File: src/hw/drt_map.svh
// Register map and constants for the dual reload timer block
// Assumes byte-addressed APB with one 32-bit word per register
`ifndef DRT_MAP_SVH
`define DRT_MAP_SVH
// Per-timer register offsets (timer 2 adds DRT_T2_BASE)
`define DRT_OFS_CTRL 12'h000
`define DRT_OFS_COUNT 12'h004
`define DRT_OFS_RELA 12'h008
`define DRT_OFS_RELB 12'h00C
`define DRT_T1_BASE 12'h000
`define DRT_T2_BASE 12'h010
`define DRT_OFS_HSTS 12'h020
// Control and fast-select register fields, reset values and count constants
`define DRT_B_RUN 0
`define DRT_B_MLO 1
`define DRT_B_MMID 2
`define DRT_B_MHI 3
`define DRT_B_PNDA 4
`define DRT_B_ENA 5
`define DRT_B_PNDB 6
`define DRT_B_ENB 7
`define DRT_B_FAST 0
`define DRT_HSTS_RST 8'h00
`define DRT_CTRL_RST 8'h00
`define DRT_CNT_RST 16'h0000
`define DRT_CNT_ONE 16'h0001
`define DRT_CNT_ZERO 16'h0000
// Rate dividers: instruction rate is 1/10, doubled internal rate 1/1
`define DRT_DIV_SLOW 4'd10
`define DRT_DIV_ONE 4'd1
`endif

File: src/hw/drt_pkg.sv
// Types for the dual reload timer block
// Assumes nothing of its surroundings
package drt_pkg;
    typedef enum logic [1:0] {
        DRT_PWM = 2'b00,
        DRT_EVENT = 2'b01,
        DRT_CAPTURE = 2'b10
    } drt_mode_t;
endpackage

File: src/hw/drt_timer.sv
// Dual 16-bit reload/capture timer with APB register access
// Assumes pins are asynchronous to pclk; pclk is the internal clock
//
// Operation
// - Each timer has a 16-bit down-counter and two reload/capture regs
// - Three modes, PWM, event count, capture, chosen by three mode bits
// - Fast-select bit 0 clocks timer 2 at the doubled rate; resets 00
// - Timer 1 always counts at the instruction-cycle rate
// - PWM counts down and reloads alternately from A and B on underflow
// - First PWM underflow loads from A, then alternates starting with B
// - PWM underflow may toggle pin A per mode; underflows may interrupt
// - PWM underflows set pending A and B alternately; software clears
// - Reload-A underflow interrupts with enable A, reload-B with enable B
// - Event mode counts selected edge of synchronised pin A
// - Event mode underflow sets pending A, interrupts with enable A
// - Event mode rising edge of pin B sets pending B
// - Event mode produces no PWM output on pin A
// - Capture mode counter runs free; A pairs with pin A, B with pin B
// - Capture copies count on chosen edge of each pin independently
// - Each capture sets its pin's pending flag and may interrupt
// - Capture underflow sets the run bit as underflow pending, via A
// - Reading a capture register does not disturb the count
// - In PWM and event modes the run bit starts and stops the counter
// - Mode encoding: 101/100 PWM, 000/001 event, x1x capture edges
//
// The implementer's own choices: the APB interface to the registers and the placing of the registers.
`include "drt_map.svh"
`timescale 1ns/10ps
`default_nettype none

module drt_timer
    import drt_pkg::*;
#(
    parameter int WIDTH = 16
) (
    input wire logic pclk,
    input wire logic presetn,
    input wire logic psel,
    input wire logic penable,
    input wire logic pwrite,
    input wire logic [11:0] paddr,
    input wire logic [31:0] pwdata,
    output logic [31:0] prdata,
    output logic pready,
    output logic pslverr,
    input wire logic [1:0] timer_pin_a_in,
    input wire logic [1:0] timer_pin_b_in,
    output logic [1:0] timer_pin_a_out,
    output logic [1:0] timer_pin_a_oe,
    output logic [1:0] irq_a,
    output logic [1:0] irq_b
);

    // ------------------------------------------------------------
    // Bus decode
    // ------------------------------------------------------------
    logic wr_en;
    logic rd_en;
    logic [WIDTH-1:0] count [2];
    logic [WIDTH-1:0] reload_capture_a [2];
    logic [WIDTH-1:0] reload_capture_b [2];
    logic [7:0] ctrl [2];
    logic [7:0] high_speed_timer_select;
    logic [2:0] sync_a [2];
    logic [2:0] sync_b [2];
    logic [1:0] level_a;
    logic [1:0] level_b;
    logic [1:0] pwm_first;
    logic [1:0] next_is_b;
    logic [3:0] div_cnt;
    logic slow_tick;
    logic [1:0] tick;

    // Writes land at the access edge, which is also the edge of pready
    assign wr_en = psel && penable && pwrite;
    assign rd_en = psel && penable && !pwrite;

    // ------------------------------------------------------------
    // Rate enables
    // ------------------------------------------------------------
    // One divider serves both timers, so their slow ticks stay aligned
    always_ff @(posedge pclk or negedge presetn) begin
        if (!presetn) begin
            div_cnt <= 4'd0;
            slow_tick <= 1'b0;
        end else if (div_cnt == `DRT_DIV_SLOW - `DRT_DIV_ONE) begin
            div_cnt <= 4'd0;
            slow_tick <= 1'b1;
        end else begin
            div_cnt <= div_cnt + `DRT_DIV_ONE;
            slow_tick <= 1'b0;
        end
    end

    always_comb begin
        // Timer 2 ticks on every pclk when fast; timer 1 never does
        tick[0] = slow_tick;
        tick[1] = high_speed_timer_select[`DRT_B_FAST] ? 1'b1
                                                       : slow_tick;
    end

    // ------------------------------------------------------------
    // Fast-select register
    // ------------------------------------------------------------
    always_ff @(posedge pclk or negedge presetn) begin
        if (!presetn) begin
            high_speed_timer_select <= `DRT_HSTS_RST;
        end else if (wr_en && paddr == `DRT_OFS_HSTS) begin
            high_speed_timer_select <= {7'd0, pwdata[`DRT_B_FAST]};
        end
    end

    // ------------------------------------------------------------
    // Per-timer logic
    // ------------------------------------------------------------
    for (genvar t = 0; t < 2; t++) begin : g_tmr
        localparam logic [11:0] BASE = (t == 0) ? `DRT_T1_BASE
                                                : `DRT_T2_BASE;
        logic [2:0] mode_bits;
        drt_mode_t mode;
        logic edge_a_rise;
        logic edge_a_fall;
        logic edge_b_rise;
        logic edge_b_fall;
        logic cnt_en;
        logic uflow;
        logic cap_a;
        logic cap_b;
        logic wr_ctrl;
        logic set_pnda;
        logic set_pndb;
        logic set_run;
        logic wr_count;
        logic wr_rela;
        logic wr_relb;

        assign mode_bits = {ctrl[t][`DRT_B_MHI], ctrl[t][`DRT_B_MMID],
                            ctrl[t][`DRT_B_MLO]};
        assign wr_ctrl = wr_en && paddr == BASE + `DRT_OFS_CTRL;
        assign wr_count = wr_en && paddr == BASE + `DRT_OFS_COUNT;
        assign wr_rela = wr_en && paddr == BASE + `DRT_OFS_RELA;
        assign wr_relb = wr_en && paddr == BASE + `DRT_OFS_RELB;

        // ------------------------------------------------------------
        // Mode decode
        // ------------------------------------------------------------
        always_comb begin
            if (mode_bits[1]) begin
                mode = DRT_CAPTURE;
            end else if (mode_bits[2]) begin
                mode = DRT_PWM;
            end else begin
                mode = DRT_EVENT;
            end
        end

        // ------------------------------------------------------------
        // Pin synchronisers; second and third stages compared for edges
        // ------------------------------------------------------------
        // The first stage may go metastable; only the shift reads it
        always_ff @(posedge pclk or negedge presetn) begin
            if (!presetn) begin
                sync_a[t] <= 3'b000;
                sync_b[t] <= 3'b000;
            end else begin
                sync_a[t] <= {sync_a[t][1:0], timer_pin_a_in[t]};
                sync_b[t] <= {sync_b[t][1:0], timer_pin_b_in[t]};
            end
        end

        // ------------------------------------------------------------
        // Edges are seen at the selected counting rate
        // ------------------------------------------------------------
        // Levels update only on ticks, so a slow timer misses pulses
        // shorter than one tick; pins must hold for a full tick
        always_ff @(posedge pclk or negedge presetn) begin
            if (!presetn) begin
                level_a[t] <= 1'b0;
                level_b[t] <= 1'b0;
            end else if (tick[t] && sync_a[t][2] == sync_a[t][1]
                         && sync_b[t][2] == sync_b[t][1]) begin
                level_a[t] <= sync_a[t][2];
                level_b[t] <= sync_b[t][2];
            end else if (tick[t] && sync_a[t][2] == sync_a[t][1]) begin
                level_a[t] <= sync_a[t][2];
            end else if (tick[t] && sync_b[t][2] == sync_b[t][1]) begin
                level_b[t] <= sync_b[t][2];
            end
        end

        always_comb begin
            edge_a_rise = tick[t] && sync_a[t][2] && sync_a[t][1]
                          && !level_a[t];
            edge_a_fall = tick[t] && !sync_a[t][2] && !sync_a[t][1]
                          && level_a[t];
            edge_b_rise = tick[t] && sync_b[t][2] && sync_b[t][1]
                          && !level_b[t];
            edge_b_fall = tick[t] && !sync_b[t][2] && !sync_b[t][1]
                          && level_b[t];
        end

        // ------------------------------------------------------------
        // Count enable, underflow and flag events
        // ------------------------------------------------------------
        always_comb begin
            case (mode)
                DRT_PWM: begin
                    cnt_en = tick[t] && ctrl[t][`DRT_B_RUN];
                end
                DRT_EVENT: begin
                    cnt_en = ctrl[t][`DRT_B_RUN]
                             && (mode_bits[0] ? edge_a_fall
                                              : edge_a_rise);
                end
                DRT_CAPTURE: begin
                    cnt_en = tick[t];
                end
                default: begin
                    cnt_en = 1'b0;
                end
            endcase
            uflow = cnt_en && count[t] == `DRT_CNT_ZERO;
            cap_a = mode == DRT_CAPTURE
                    && (mode_bits[0] ? edge_a_fall : edge_a_rise);
            cap_b = mode == DRT_CAPTURE
                    && (mode_bits[2] ? edge_b_fall : edge_b_rise);
            set_pnda = (mode == DRT_PWM && uflow && !next_is_b[t])
                       || (mode == DRT_EVENT && uflow)
                       || cap_a;
            set_pndb = (mode == DRT_PWM && uflow && next_is_b[t])
                       || (mode == DRT_EVENT && edge_b_rise)
                       || cap_b;
            set_run = mode == DRT_CAPTURE && uflow;
        end

        // ------------------------------------------------------------
        // Counter: software writes win over reload and count; capture reads leave it alone
        // ------------------------------------------------------------
        // In capture mode the count wraps through zero, no reload
        always_ff @(posedge pclk or negedge presetn) begin
            if (!presetn) begin
                count[t] <= `DRT_CNT_RST;
            end else if (wr_count) begin
                count[t] <= pwdata[WIDTH-1:0];
            end else if (uflow && mode != DRT_CAPTURE) begin
                count[t] <= next_is_b[t] ? reload_capture_b[t]
                                         : reload_capture_a[t];
            end else if (cnt_en) begin
                count[t] <= count[t] - `DRT_CNT_ONE;
            end
        end

        // ------------------------------------------------------------
        // Reload alternation: first reload from A after start
        // ------------------------------------------------------------
        // Stopping or leaving PWM rearms the A-first order
        always_ff @(posedge pclk or negedge presetn) begin
            if (!presetn) begin
                next_is_b[t] <= 1'b0;
                pwm_first[t] <= 1'b1;
            end else if (!ctrl[t][`DRT_B_RUN] || mode != DRT_PWM) begin
                next_is_b[t] <= 1'b0;
                pwm_first[t] <= 1'b1;
            end else if (uflow) begin
                next_is_b[t] <= !next_is_b[t];
                pwm_first[t] <= 1'b0;
            end
        end

        // ------------------------------------------------------------
        // Reload/capture registers
        // ------------------------------------------------------------
        always_ff @(posedge pclk or negedge presetn) begin
            if (!presetn) begin
                reload_capture_a[t] <= `DRT_CNT_RST;
            end else if (cap_a) begin
                reload_capture_a[t] <= count[t];
            end else if (wr_rela) begin
                reload_capture_a[t] <= pwdata[WIDTH-1:0];
            end
        end

        always_ff @(posedge pclk or negedge presetn) begin
            if (!presetn) begin
                reload_capture_b[t] <= `DRT_CNT_RST;
            end else if (cap_b) begin
                reload_capture_b[t] <= count[t];
            end else if (wr_relb) begin
                reload_capture_b[t] <= pwdata[WIDTH-1:0];
            end
        end

        // ------------------------------------------------------------
        // Control register; hardware sets win over software writes
        // ------------------------------------------------------------
        // A write in the same cycle as a hardware set loses that bit
        always_ff @(posedge pclk or negedge presetn) begin
            if (!presetn) begin
                ctrl[t] <= `DRT_CTRL_RST;
            end else begin
                if (wr_ctrl) begin
                    ctrl[t] <= pwdata[7:0];
                end
                if (set_pnda) begin
                    ctrl[t][`DRT_B_PNDA] <= 1'b1;
                end
                if (set_pndb) begin
                    ctrl[t][`DRT_B_PNDB] <= 1'b1;
                end
                if (set_run) begin
                    ctrl[t][`DRT_B_RUN] <= 1'b1;
                end
            end
        end

        // ------------------------------------------------------------
        // Pin A output and interrupt outputs
        // ------------------------------------------------------------
        always_ff @(posedge pclk or negedge presetn) begin
            if (!presetn) begin
                timer_pin_a_out[t] <= 1'b0;
                timer_pin_a_oe[t] <= 1'b0;
                irq_a[t] <= 1'b0;
                irq_b[t] <= 1'b0;
            end else begin
                timer_pin_a_oe[t] <= mode == DRT_PWM;
                if (mode == DRT_PWM && mode_bits[0] && uflow) begin
                    timer_pin_a_out[t] <= !timer_pin_a_out[t];
                end
                irq_a[t] <= ctrl[t][`DRT_B_ENA]
                            && (ctrl[t][`DRT_B_PNDA]
                                || (mode == DRT_CAPTURE
                                    && ctrl[t][`DRT_B_RUN]));
                irq_b[t] <= ctrl[t][`DRT_B_ENB]
                            && ctrl[t][`DRT_B_PNDB];
            end
        end
    end

    // ------------------------------------------------------------
    // Read path: zero-wait answer
    // ------------------------------------------------------------
    always_ff @(posedge pclk or negedge presetn) begin
        if (!presetn) begin
            prdata <= 32'h0000_0000;
            pready <= 1'b0;
            pslverr <= 1'b0;
        end else begin
            // Data and error are latched in setup and stand with pready
            pready <= psel && !penable;
            pslverr <= 1'b0;
            if (psel && !penable) begin
                case (paddr)
                    `DRT_OFS_CTRL: prdata <= {24'd0, ctrl[0]};
                    `DRT_OFS_COUNT: prdata <= {16'd0, count[0]};
                    `DRT_OFS_RELA: prdata <= {16'd0, reload_capture_a[0]};
                    `DRT_OFS_RELB: prdata <= {16'd0, reload_capture_b[0]};
                    `DRT_T2_BASE + `DRT_OFS_CTRL: prdata <= {24'd0, ctrl[1]};
                    `DRT_T2_BASE + `DRT_OFS_COUNT: prdata <= {16'd0, count[1]};
                    `DRT_T2_BASE + `DRT_OFS_RELA:
                        prdata <= {16'd0, reload_capture_a[1]};
                    `DRT_T2_BASE + `DRT_OFS_RELB:
                        prdata <= {16'd0, reload_capture_b[1]};
                    `DRT_OFS_HSTS: prdata <= {24'd0, high_speed_timer_select};
                    default: begin
                        prdata <= 32'h0000_0000;
                        pslverr <= !rd_en;
                    end
                endcase
            end
        end
    end

endmodule // drt_timer
`default_nettype wire

File: config.mk
export PLATFORM = sky130hd
export DESIGN_NAME = drt_timer
export DESIGN_NICKNAME = d
export VERILOG_FILES = /design/src/hw/drt_pkg.sv /design/src/hw/drt_timer.sv
export VERILOG_INCLUDE_DIRS = /design/src /design/src/hw
export SDC_FILE = /design/constraint.sdc
export NUM_CORES = 1
export LEC_CHECK = 0
export BUFFER_PORTS_ARGS = -buffer_cell sky130_fd_sc_hd__buf_2
export CELL_PAD_IN_SITES_DETAIL_PLACEMENT = 1
export CELL_PAD_IN_SITES_GLOBAL_PLACEMENT = 1
export CORE_UTILIZATION = 43
export CTS_CLUSTER_DIAMETER = 150
export DETAILED_ROUTE_END_ITERATION = 6
export PLACE_DENSITY_LB_ADDON = 0.1
export RECOVER_POWER = 25
export SLEW_MARGIN = 20
export SYNTH_ARGS = -nofsm -noshare
export SYNTH_HDL_FRONTEND = slang
export SYNTH_SLANG_ARGS = --single-unit
export TNS_END_PERCENT = 1
File: constraint.sdc
create_clock -name pclk -period 4.9 [get_ports pclk]
set_clock_uncertainty 0.15 [all_clocks]
set_input_delay 0.98 -clock pclk [delete_from_list [all_inputs] [get_ports pclk]]
set_output_delay 0.98 -clock pclk [all_outputs]
set_load 0.05 [all_outputs]
### Yosys cells after proc, flatten, opt, wreduce, memory -nomap -nowiden

Cells that the tools add are included.

| word-level totals | value |
|---|---|
| input port bits | 53 |
| output and inout bits | 42 |
| logic and storage cells | 254 |
| bits in registers | 178 |

| operators by class | value |
|---|---|
| eq/ne operators | 21 |
| reductions and logical operators | 138 |
| $add $sub $neg | 3 |
| multiplexer cells | 54 |

Operator list:

| operator | count |
|---|---|
| 16-bit 2-to-1 mux | 16 |
| 16-bit one-hot mux with 9 select lines | 1 |
| 1-bit logical AND | 77 |
| 12-bit by 5-bit equality test with 1-bit output (second input constant) | 4 |
| 2-bit nonzero test | 18 |
| 16-bit logical NOT | 2 |
| 16-bit by 1-bit subtractor with 16-bit output (second input constant) | 2 |
| 1-bit 2-to-1 mux | 30 |
| 12-bit by 4-bit equality test with 1-bit output (second input constant) | 2 |
| 1-bit logical NOT | 21 |
| 7-bit 2-to-1 mux | 2 |
| 12-bit by 3-bit equality test with 1-bit output (second input constant) | 1 |
| 12-bit by 6-bit equality test with 1-bit output (second input constant) | 1 |
| 12-bit logical NOT | 1 |
| 1-bit logical OR | 12 |
| 9-bit OR reduction | 1 |
| 1-bit one-hot mux with 3 select lines | 2 |
| 3-bit nonzero test | 2 |
| 4-bit by 1-bit adder with 4-bit output (second input constant) | 1 |
| 1-bit equality test | 4 |
| 2-bit by 1-bit equality test with 1-bit output (second input constant) | 2 |
| 2-bit equality test (second input constant) | 2 |
| 4-bit equality test (second input constant) | 1 |
| 2-bit logical NOT | 2 |
| other kinds (5) | 9 |

### Logic depth before layout (Yosys ltp)

| depth | value |
|---|---|
| word-level depth | 13 |
| mapped depth | 9 |
| depth with buffers taken out | 7 |

### Worst setup path before layout

OpenSTA, ideal clock, no wires.

| path | value |
|---|---|
| path kind | input to register |
| start | in paddr[4] |
| end | reg reload_capture_b[10] in the netlist's numbering |
| setup slack | 1902 ps |
| path buffers | 2 |
| setup time | 137 ps |
| data required time | 4613 ps |
| arrival time | 2711 ps |
| stages on the path | 6 |
| cells stage by stage | buf_2 -> or4b_1 -> nor4_4 -> buf_4 -> mux2i_1 -> a21oi_1 |

| between the ends | value |
|---|---|
| word-level cells in the longest chain between the ends | 3 |

Ends and longest elaborated chain:

| item | RTL line | text |
|---|---|---|
| from (decl) | drt_timer.sv:41 | `input wire logic [11:0] paddr,` |
| 12-bit by 5-bit equality test with 1-bit output | - |  |
| 1-bit logical AND (no source line) | - |  |
| 2-bit nonzero test (no source line) | - |  |
| to (signal, indexed assignment) | drt_timer.sv:285 | `` reload_capture_b[t] <= `DRT_CNT_RST; `` |
| to (signal, indexed assignment) | drt_timer.sv:287 | `reload_capture_b[t] <= count[t];` |
| to (signal, indexed assignment) | drt_timer.sv:289 | `reload_capture_b[t] <= pwdata[WIDTH-1:0];` |
| to (decl) | drt_timer.sv:61 | `logic [WIDTH-1:0] reload_capture_b [2];` |

Every way passes these cells.
A chain may end at the register's enable or synchronous reset.

### Worst setup path after layout

| path | value |
|---|---|
| start | in paddr[3] |
| end | reg ctrl[14] in the netlist's numbering |

| between the ends | value |
|---|---|
| word-level cells in the longest chain between the ends | 3 |

Ends and longest elaborated chain:

| item | RTL line | text |
|---|---|---|
| 12-bit logical NOT | - |  |
| 1-bit logical AND (no source line) | - |  |
| 2-bit nonzero test (no source line) | - |  |
| to (signal, indexed assignment) | drt_timer.sv:299 | `` ctrl[t] <= `DRT_CTRL_RST; `` |
| to (signal, indexed assignment) | drt_timer.sv:302 | `ctrl[t] <= pwdata[7:0];` |
| to (decl) | drt_timer.sv:62 | `logic [7:0] ctrl [2];` |

Every way passes these cells.

==> run summary <==
Cell Area, Placed: 0.009884 mm²
Finished Layout Cells: 1323
met3 WL post-DR: 1259 µm
Final GP Congestion: 0.8585
minimum clock period: 3.344 ns
synth-to-layout area growth: 10.97%
fin. max-slew vios: 91
Tcrit/Tclk final: 0.6825
CP max FO: 32
CTS Buf Count: 17
CTS Hold Bufs: 0
Synth cell types: 73
final wirelength: 31820 µm
I/O Buffers: 62
Post-route DRC: 0
clock transition at the registers of the reported paths: 0.08 ns
initial antenna violation count: 0
CTS Sinks: 162
Crit path arrival time: 3.51 ns
count of final setup violators: 0
leakage: 4.374 nW
Nets: 1090
placed insts: 1291
drt initial violations: 489
postcts setup bufs: 0
type of origin of the critical path: input pin
maximum clock frequency: 299.0 MHz
pin count of the biggest net entering global routing: 91
Switching Share: 0.2825
worst-margin pin slew: 2.454 ns
first-pass GRT wire length: 49690 µm
number of enable flip-flop cells after synthesis: 0
Syn Area/Cell: 9.276 µm²
FF+latch count, synth: 162
Die Footprint: 0.02254 mm²
post_cts resized: 0
Setup crit end kind: register
Setup TNS: 0 ns
Warnings, synthesis: 0
number of global-route vias before repair: 8252
switching pwr: 0.0008194 W
register area share after synthesis: 0.4297
die width: 150.1 µm
slew margin rel.: -0.6363
row cnt: 53
Fin. Hold Viols: 0
Root Driver: clkbuf_16
Core ar.: 0.02129 mm²
Mapped Cells: 1017
Seq pwr share: 0.472
Internal: 0.002082 W
Wirelength per Cell: 24.05 µm
Post-synth top flop: dfrtp_1
Final HPWL DP: 21920 µm
worst vdd ir: 257.5 µV
metal2 WL: 15140 µm
Die H: 150.1 µm
share of cells above drive strength 1: 0.1517
Hold Path Class: reg2reg
RSZ-0062 raised after global routing: no
Initial Utilization: 0.4432
Post-DRT Antenna Nets: 0
DRT Pass-1 Iters: 5
Worst EP required: 5.07 ns
design area: 0.01047 mm²
maxcap violations: 1
IO Pins: 95
total gr overflow: 0
failing checks: max-capacitance violations, max-slew violations
Power Dens Cells: 277.1 mW/mm²
CTS tree: done
clock tree buffer depth: 2
via count: 8239
total track usage: 0.2979
Util after Layout: 0.4918
status: complete, but fails checks
DR top layer: met4
critical path class: in2reg
power consumption: 0.002901 W
diodes inserted: 0
H-tree Lvls: 4
routed vias/inst: 6.228
Mapped Area: 0.009434 mm²
Worst-Skew Late Latency: 0.45 ns
clock share of power: 0.463
Gate power share: 0.065
async set-or-reset flop fraction in the synthesized netlist: 1.000
Metal-1 WL: 14680 µm
==> cells in the mapped netlist (8+ instances only) <==
cell type,instances,area share
mux2i_1,119,0.13
o21ai_1,17,0.0090
buf_4,17,0.014
dfrtp_1,162,0.43
inv_1,15,0.0060
nand2_1,51,0.020
or4_1,16,0.013
buf_1,11,0.0044
nand4_1,11,0.0073
a21oi_1,103,0.055
nor4_1,14,0.0093
nand3_1,30,0.016
o211ai_1,10,0.0080
a211oi_1,12,0.0095
o2bb2ai_1,9,0.0084
mux2_2,18,0.021
nor3_1,19,0.010
nor2b_1,8,0.0053
nor2_1,116,0.046
clkbuf_1,64,0.025
o31ai_1,8,0.0064
o21ai_0,28,0.015
a31oi_1,26,0.017
a32oi_1,8,0.0074
==> cells in the final DEF, fill, tap and decap left out, types with 9 or more instances in the layout <==
cell,netlist,layout
o21ai_0,28,28
a211oi_1,12,12
mux2i_1,119,119
nand4_1,11,11
clkbuf_16,0,17
conb_1,1,16
o211ai_1,10,10
buf_2,7,61
nor3_1,19,19
dfrtp_1,162,161
nand2_1,51,51
mux2_2,18,18
o21ai_1,17,17
nand3_1,30,30
nor4_1,14,13
buf_4,17,24
inv_1,15,15
o2bb2ai_1,9,9
a31oi_1,26,26
or4_1,16,16
a21oi_1,103,103
nor2_1,116,115
==> metrics by stage <==
stage	hold slack [ns]	setup WS, ns
final	0.1957	1.556
after global routing	0.2015	1.330
after CTS	0.2017	1.633
after detailed placement	0.1912	1.178
after global placement	0.1836	1.201
after floorplan	0.1812	1.902
==> cells by family after synthesis <==
kind of cell,share of synthesized area
simple gates,0.1662
compound gates,0.1895
flops,0.4297
mux,0.1489
buf+inv,0.05703
xor+xnor,0.005571
fa+ha+maj,0.002652
other cells,0.0003975
==> final timing paths <==
kind                                start                    to  slack [ns]  depth (start not counted)
worst min register to register  sync_b[3]             sync_b[4]        0.20                          0
worst max-delay path             paddr[3]              ctrl[14]        1.56                          6
worst max register to register  count[16]             count[28]        1.67                          7
max in group asynchronous         presetn  reload_capture_a[18]        2.02                          1
min in group asynchronous         presetn  reload_capture_a[10]        1.07                          1
worst min-delay path            sync_b[3]             sync_b[4]        0.20                          0
==> layout make-up <==
class | instances | area, µm²
clock inverter | 15 | 157.7
timing repair buffer | 86 | 490.5
tap | 275 | 344.1
clock buffer | 17 | 425.4
multi-input combinational | 752 | 4936
fill | 2477 | 10820
sequential | 162 | 4055
inverter | 16 | 60.06
==> critical path: stages <==
cell and delay, ns:
buf_2 0.34, or4_1 0.70, nor3_1 0.66, nand2_1 0.43
mux2i_1 0.27, o311ai_1 0.13
==> per-layer routing <==
metal,vias to the layer above,GRT usage
li1,3761,-
met1,4202,0.4118
met2,234,0.4780
met3,42,0.04697
met4,0,0.09293
met5,-,0
==> flip-flops by register name, summed over array words and instances, names as in the netlist, 4 cells and up <==
name,flops
count,32
ctrl,16
prdata,16
sync_a,6
reload_capture_a,32
reload_capture_b,32
div_cnt,4
sync_b,6
==> power groups by stage <==
stage | sequential, W | clock, W | combinational, W
floorplan | 0.00139 | 0 | 0.000109
global placement | 0.00139 | 0 | 0.000187
detailed placement | 0.00139 | 0 | 0.000189
CTS | 0.00137 | 0.00138 | 0.000190
global route | 0.00137 | 0.00142 | 0.000203
finish | 0.00137 | 0.00134 | 0.000189
No activity file was read; power rests on OpenSTA's default activity.
